[src/hdl/acotb_pkg.sv]
// package: register map, field layout and carrier types for the offset trim bank
`default_nettype none
package acotb_pkg;

  // register byte offsets (wishbone byte addresses carry these directly)
  localparam logic [11:0] ACOTB_OFS_A_IN1_P0  = 12'h344;
  localparam logic [11:0] ACOTB_OFS_A_IN2_P0  = 12'h346;
  localparam logic [11:0] ACOTB_OFS_A_IN1_P90 = 12'h348;
  localparam logic [11:0] ACOTB_OFS_A_IN2_P90 = 12'h34a;
  localparam logic [11:0] ACOTB_OFS_B_IN1_P0  = 12'h34c;
  localparam logic [11:0] ACOTB_OFS_B_IN2_P0  = 12'h34e;
  // control register of our own: fg calibration enable, input and phase selects
  localparam logic [11:0] ACOTB_OFS_CTRL      = 12'h380;
  // status register of our own: selected offsets of both cores
  localparam logic [11:0] ACOTB_OFS_STAT      = 12'h384;

  // number of trim registers
  localparam int ACOTB_NREG = 6;

  // field layout of a trim register
  localparam int ACOTB_TRIM_W   = 16;
  localparam int ACOTB_OFFSET_W = 12;
  localparam int ACOTB_OFFSET_MSB = 11;
  localparam int ACOTB_RSVD_LSB   = 12;

  // control field positions
  localparam int ACOTB_CTRL_FG_EN  = 0;
  localparam int ACOTB_CTRL_A_IN2  = 1;
  localparam int ACOTB_CTRL_A_P90  = 2;
  localparam int ACOTB_CTRL_B_IN2  = 3;
  localparam logic [3:0] ACOTB_CTRL_RESET = 4'h0;

  // value driven onto the bus for an unmapped read
  localparam logic [31:0] ACOTB_UNMAPPED_DATA = 32'h0000_0000;

  // values held during reset: trims are cleared until the fuse copy lands
  localparam logic [15:0] ACOTB_TRIM_RESET  = 16'h0000;
  localparam logic [31:0] ACOTB_RDATA_RESET = 32'h0000_0000;

  // per-core applied offset
  typedef struct packed {
    logic                      valid;
    logic [ACOTB_OFFSET_W-1:0] offset;
  } acotb_trim_type;

  // operating condition of one core
  typedef struct packed {
    logic in2;
    logic p90;
  } acotb_cond_type;

endpackage : acotb_pkg
`default_nettype wire

[src/hdl/acotb_bank.sv]
// offset trim register bank with wishbone slave and per-core offset selection
// Operation
// - core a, input 1, phase 0 uses 0x344
// - core a, input 2, phase 0 uses 0x346
// - core a, input 1, phase 90 uses 0x348
// - core a, input 2, phase 90 uses 0x34a
// - core b, input 1, phase 0 uses 0x34c
// - 16-bit registers, offset in 11:0
// - fuse defaults loaded, software reads and overwrites
// - core b, input 2, phase 0 uses 0x34e
//
// The Wishbone slave port was chosen for this implementation.
`timescale 1ns/1ps
`default_nettype none
module acotb_bank (
  // clock and reset
  input  wire logic                    clk_i,
  input  wire logic                    rst_i,
  // wishbone classic slave
  input  wire logic                    cyc_i,
  input  wire logic                    stb_i,
  input  wire logic                    we_i,
  input  wire logic [11:0]             adr_i,
  input  wire logic [3:0]              sel_i,
  input  wire logic [31:0]             dat_i,
  output logic      [31:0]             dat_o,
  output logic                         ack_o,
  // factory fuse defaults, one 16-bit word per register, same clock domain
  input  wire logic [6*16-1:0]         fuse_data_i,
  input  wire logic                    fuse_load_i,
  // offsets applied to the two cores
  output acotb_pkg::acotb_trim_type    core_a_trim_o,
  output acotb_pkg::acotb_trim_type    core_b_trim_o
);
  import acotb_pkg::*;

  ////////////////////////////////////////////////////////////////////////////
  // state
  logic [ACOTB_TRIM_W-1:0] trim [ACOTB_NREG];       // trim registers
  logic [ACOTB_TRIM_W-1:0] next_trim [ACOTB_NREG];
  logic [3:0]              ctrl;                    // calibration control
  logic [3:0]              next_ctrl;
  logic                    fuse_pend;               // fuse copy owed after reset
  logic                    next_fuse_pend;
  logic                    ack;                     // bus answer
  logic                    next_ack;
  logic [31:0]             rdata;                   // registered read data
  logic [31:0]             next_rdata;
  acotb_trim_type          trim_a;                  // applied core a offset
  acotb_trim_type          next_trim_a;
  acotb_trim_type          trim_b;                  // applied core b offset
  acotb_trim_type          next_trim_b;

  ////////////////////////////////////////////////////////////////////////////
  // address decode
  logic       req;          // new access, answered one cycle later
  logic [2:0] hit_idx;      // trim register index
  logic       hit_trim;     // access lands on a trim register
  logic       wr_lo;        // low byte lane enabled
  logic       wr_hi;        // high byte lane enabled

  // ack drops after one cycle, so a held request is not taken twice
  assign req   = cyc_i && stb_i && !ack;
  // byte lanes 3:2 carry nothing, the words are only 16 bits wide
  assign wr_lo = sel_i[0];
  assign wr_hi = sel_i[1];

  // trim registers sit at half-word steps from the first offset
  // anything else falls to the default; apart from control and status it reads as zero
  always_comb begin
    hit_trim = 1'b0;
    hit_idx  = 3'h0;
    unique case (adr_i)
      ACOTB_OFS_A_IN1_P0:  begin hit_trim = 1'b1; hit_idx = 3'h0; end
      ACOTB_OFS_A_IN2_P0:  begin hit_trim = 1'b1; hit_idx = 3'h1; end
      ACOTB_OFS_A_IN1_P90: begin hit_trim = 1'b1; hit_idx = 3'h2; end
      ACOTB_OFS_A_IN2_P90: begin hit_trim = 1'b1; hit_idx = 3'h3; end
      ACOTB_OFS_B_IN1_P0:  begin hit_trim = 1'b1; hit_idx = 3'h4; end
      ACOTB_OFS_B_IN2_P0:  begin hit_trim = 1'b1; hit_idx = 3'h5; end
      default:             begin hit_trim = 1'b0; hit_idx = 3'h0; end
    endcase
  end

  ////////////////////////////////////////////////////////////////////////////
  // register file next values
  // priority: fuse copy first, then a taken software write on top of it
  // rdata only loads on a taken read, so dat_o holds between accesses
  always_comb begin
    next_ctrl      = ctrl;
    next_fuse_pend = fuse_pend;
    next_ack       = req;
    next_rdata     = rdata;
    for (int i = 0; i < ACOTB_NREG; i++) begin
      next_trim[i] = trim[i];
    end
    // fuse copy: first load after reset or any later reload request
    if (fuse_pend || fuse_load_i) begin
      for (int i = 0; i < ACOTB_NREG; i++) begin
        next_trim[i] = fuse_data_i[i*ACOTB_TRIM_W +: ACOTB_TRIM_W];
      end
      next_fuse_pend = 1'b0;
    end
    if (req && we_i) begin
      // software writes win over the fuse copy in the same cycle
      if (hit_trim) begin
        // all 16 bits are kept, reserved bits included
        if (wr_lo) next_trim[hit_idx][7:0]  = dat_i[7:0];
        if (wr_hi) next_trim[hit_idx][15:8] = dat_i[15:8];
      end else if (adr_i == ACOTB_OFS_CTRL && wr_lo) begin
        next_ctrl = dat_i[3:0];
      end
    end else if (req) begin
      // reads: trim and control data beyond 16 bits reads as zero
      if (hit_trim) begin
        next_rdata = {16'h0000, trim[hit_idx]};
      end else if (adr_i == ACOTB_OFS_CTRL) begin
        next_rdata = {28'h0000000, ctrl};
      end else if (adr_i == ACOTB_OFS_STAT) begin
        next_rdata = {3'h0, trim_b.valid, trim_b.offset,
                      3'h0, trim_a.valid, trim_a.offset};
      end else begin
        next_rdata = ACOTB_UNMAPPED_DATA;
      end
    end
  end

  ////////////////////////////////////////////////////////////////////////////
  // offset selection per core
  acotb_cond_type cond_a;   // core a operating condition
  acotb_cond_type cond_b;   // core b operating condition
  logic           fg_en;    // foreground calibration enabled

  assign fg_en      = ctrl[ACOTB_CTRL_FG_EN];
  assign cond_a.in2 = ctrl[ACOTB_CTRL_A_IN2];
  assign cond_a.p90 = ctrl[ACOTB_CTRL_A_P90];
  assign cond_b.in2 = ctrl[ACOTB_CTRL_B_IN2];
  // core b has no 90-degree register here, so it runs on phase 0 only
  assign cond_b.p90 = 1'b0;

  // outputs are registered, so a bus write reaches the cores one cycle later
  // trade-off: one cycle of lag buys offsets that never glitch at the cores
  always_comb begin
    // without calibration no register drives either core
    next_trim_a = '0;
    next_trim_b = '0;
    if (fg_en) begin
      next_trim_a.valid = 1'b1;
      next_trim_b.valid = 1'b1;
      unique case ({cond_a.p90, cond_a.in2})
        2'b00: next_trim_a.offset = trim[0][ACOTB_OFFSET_MSB:0];
        2'b01: next_trim_a.offset = trim[1][ACOTB_OFFSET_MSB:0];
        2'b10: next_trim_a.offset = trim[2][ACOTB_OFFSET_MSB:0];
        2'b11: next_trim_a.offset = trim[3][ACOTB_OFFSET_MSB:0];
      endcase
      if (cond_b.in2) begin
        next_trim_b.offset = trim[5][ACOTB_OFFSET_MSB:0];
      end else begin
        next_trim_b.offset = trim[4][ACOTB_OFFSET_MSB:0];
      end
    end
  end

  ////////////////////////////////////////////////////////////////////////////
  // registers
  // one process only registers the next values; nothing is decided here
  always_ff @(posedge clk_i) begin
    if (rst_i) begin
      // calibration starts off, so no core sees a word before the fuse copy
      ctrl      <= ACOTB_CTRL_RESET;
      fuse_pend <= 1'b1;
      ack       <= 1'b0;
      rdata     <= ACOTB_RDATA_RESET;
      trim_a    <= '0;
      trim_b    <= '0;
      // trim contents are cleared until the fuse copy lands
      for (int i = 0; i < ACOTB_NREG; i++) begin
        trim[i] <= ACOTB_TRIM_RESET;
      end
    end else begin
      ctrl      <= next_ctrl;
      fuse_pend <= next_fuse_pend;
      ack       <= next_ack;
      rdata     <= next_rdata;
      trim_a    <= next_trim_a;
      trim_b    <= next_trim_b;
      for (int i = 0; i < ACOTB_NREG; i++) begin
        trim[i] <= next_trim[i];
      end
    end
  end

  // every output comes straight from a flip-flop
  assign ack_o         = ack;
  assign dat_o         = rdata;
  assign core_a_trim_o = trim_a;
  assign core_b_trim_o = trim_b;
endmodule : acotb_bank
`default_nettype wire

[config.mk]
export PLATFORM = sky130hd
export DESIGN_NAME = acotb_bank
export DESIGN_NICKNAME = d
export VERILOG_FILES = /design/src/hdl/acotb_pkg.sv /design/src/hdl/acotb_bank.sv
export SDC_FILE = /design/constraint.sdc
export NUM_CORES = 1
export LEC_CHECK = 0
export BUFFER_PORTS_ARGS = -buffer_cell sky130_fd_sc_hd__buf_4
export CORE_AREA = 8 8 126 128
export CTS_CLUSTER_DIAMETER = 120
export DETAILED_ROUTE_END_ITERATION = 7
export DIE_AREA = 0 0 134 136
export PLACE_DENSITY_LB_ADDON = 0.3
export REMOVE_ABC_BUFFERS = 1
export SLEW_MARGIN = 20
export SYNTH_ARGS = -nofsm -noshare
export SYNTH_HDL_FRONTEND = slang
export SYNTH_SLANG_ARGS = --single-unit
[constraint.sdc]
create_clock -name clk_i -period 4.19 [get_ports clk_i]
set_input_delay 0.2095 -clock clk_i [delete_from_list [all_inputs] [get_ports clk_i]]
set_output_delay 0.2095 -clock clk_i [all_outputs]
set_load 0.02 [all_outputs]
==> results.ini <==
[sta]
slew_viol_final = 0
max_slew_margin = 0.295
setup_violations = 0
worst_slack_ps = 1610
fin_crit_sh = 0.615
clock_skew_ps = 11.2
finalSetupTns_ps = 0
fmax_ghz = 0.388
finalHoldViolations = 0
rsz0062_at_grt = no
finalCriticalPeriod_ps = 2580
worst_pin_slew_ps = 1060

[clock_network]
cts_sinks = 156
postCtsSetupRepairBufs = 0
cts.clk_slew.worst_paths_ps = 60
cts_root_buf = clkbuf_16
htree_levels = 4
clk_latency_ps = 430
numCtsBuffers = 17
ctsHoldBuffers = 0
cts_tree = built
cts_resized = 0
cts_buffer_depth = 2

[logic_synthesis]
synth.distinct_cells = 64
synthTopCellsByArea = dfxtp_1 (40%), mux2i_1 (14%), nor2_1 (6.6%), mux2_2 (6.0%), a211oi_1 (4.7%)
avgSynthCellArea_um2 = 9.64
synth_xor_xnor_area_share = 0
synth_top_area_frac = 0.405
syn_area_mm2 = 0.00772
synthSimpleGateAreaFrac = 0.160
synth-compound-area-share = 0.157
synth_seq_cells = 156
post-synth-top-count-cell = dfxtp_1
synth_ff_type = dfxtp_1
yosysWarnings = 0
synthArstFlopShare = 0
synth-edff-count = 0
synth_common_cells = dfxtp_1 (156), nor2_1 (135), mux2i_1 (111), clkbuf_1 (49), a211oi_1 (48)
synth_fa_ha_area_frac = 0
synth_top_family_by_area = multiplexers
ys_seq_area_frac = 0.405
synth.area.mux_share = 0.239
synth_cells = 801
yosysTopAreaCell = dfxtp_1

[cells_and_area]
drive_gt1_frac = 0.309
area_delta_synth_final_pct = 26.3
final_area_mm2 = 0.00975
nets = 1101
instances_no_fill = 1145
antenna_cells = 0

[worst_setup_path]
cp_cell_sequence = nand4bb_2 -> buf_4 -> nor3_1 -> nand3b_1 -> o41ai_1
critPathRequiredTime_ps = 4510
crit_family = simple AND/OR/NAND/NOR gates
cp.arrival_ps = 2900
cp_num_buf_inv = 1
critPathMaxFanout = 32
slowest_delay_ps = 600
critPathLaunchType = flip-flop
path_class = reg2reg
slowest_stage = nand3b_1
end_kind = flip-flop

[placement]
gp_congestion = 0.931
dpl.hpwl_mm = 17.1
pre_cts_slack_ps = 1460
portBuffers = 187
postPlaceCellArea_mm2 = 0.00918
dp.cells = 1116

[global_routing]
grt_start_max_net_pins = 53
grt_pass1_vias = 6980
grt_overflow = 0
track_usage = 0.265
grt_pass1_wl_mm = 37.8
grt_antenna_before_repair = 0

[routing]
vias = 7015
drt-vias-per-instance = 6.13
routedWlPerCell_um = 21.5
firstDrtPassIters = 6
drc = 0
postRouteAntennaNets = 0
initialDrtViolationCount = 508
drt-total-wl_mm = 24.6

[pwr]
p_leak_nw = 3.86
power_density_mw_per_mm2 = 358
irDropWorstVdd_uv = 284
total_power_mw = 3.49

[floorplan]
dieArea_mm2 = 0.0182
rows = 44
dieWidth_um = 134
ios = 209
die_h_um = 136
core-area_mm2 = 0.0140
initial_core_util = 0.550

[status]
status = finished clean

[run]
maxCapViolCount = 0

[hold_path]
hold_path.class = in2reg

## placed cells by master (no fill, tap or decap), types with 4 or more instances in the layout
cell type,count
a311oi_1,16
a221oi_1,7
clkbuf_16,17
clkinv_2,5
nand3b_1,4
nor3_4,4
o22ai_1,18
buf_4,198
nor2_1,134
mux2_2,41
nor2b_1,15
nand2b_1,4
dfxtp_1,156
nand2_1,28
mux4_2,12
a21oi_1,8
o21ai_0,19
a22oi_1,31
nand4_1,4
nand3_1,11
a211oi_1,48
mux2i_1,111
## state kept, by name, summed over array words and instances, names as in the netlist
| name | count |
|---|---|
| trim | 96 |
| fuse_pend | 1 |
| ctrl | 4 |
| ack_o | 1 |
| core_a_trim_o | 13 |
| dat_o | 29 |
| core_b_trim_o | 12 |
## worst register-to-register path, delay by kind of cell, from the launching register on
family | cells | cell delay, ps
buffers and inverters | 1 | 270
AND/OR/NAND/NOR | 3 | 1380
AO/OA/AOI/OAI | 1 | 510
flip-flops | 1 | 320
## metal layers
layer	track usage	vias to the layer above	wire length, µm
li1	-	3276	-
met1	0.325	3364	10200
met2	0.435	328	11800
met3	0.0698	47	2070
met4	0.107	0	561
met5	0	-	0
## metrics by stage
step / util / hold slack (ps)
after floorplan: - / 237
after global placement: 0.654 / 436
after detailed placement: 0.654 / 440
after CTS: 0.695 / 67.2
after global routing: 0.695 / 85.3
final: 0.695 / 75.2
## logic make-up after synthesis
family,after synthesis
buffers and inverters,71
muxes,164
and+or+nand+nor,241
DFF,156
other,1
AOI/OAI and AO/OA,168
## where the power goes
part	internal, mW	total (mW)	switching, mW
Clock	0.936	1.52	0.586
Sequential	1.54	1.59	0.0469
Combinational	0.204	0.376	0.173
Total	2.68	3.49	0.806
## worst paths after layout
check,depth (start not counted),slack (ps),end,from
worst min register to register,2,450,dat_o[15]$_SDFFE_PP0P_,dat_o[15]$_SDFFE_PP0P_
worst max-delay path,5,1610,dat_o[14]$_SDFFE_PP0P_,ack_o$_SDFF_PP0_
worst min-delay path,3,80,trim[5][13]$_SDFF_PP0_,dat_i[13]
worst max register to register,5,1610,dat_o[14]$_SDFFE_PP0P_,ack_o$_SDFF_PP0_
## final cells by class
type	instances	area, µm²
Clock buffer	20	447
Clock inverter	9	123
Fill cell	1133	4290
Inverter	1	3.75
Multi-Input combinational cell	576	4320
Sequential cell	156	3120
Tap cell	184	230
Timing Repair Buffer	199	1510
Note: power is estimated with default switching activity, not from simulation.
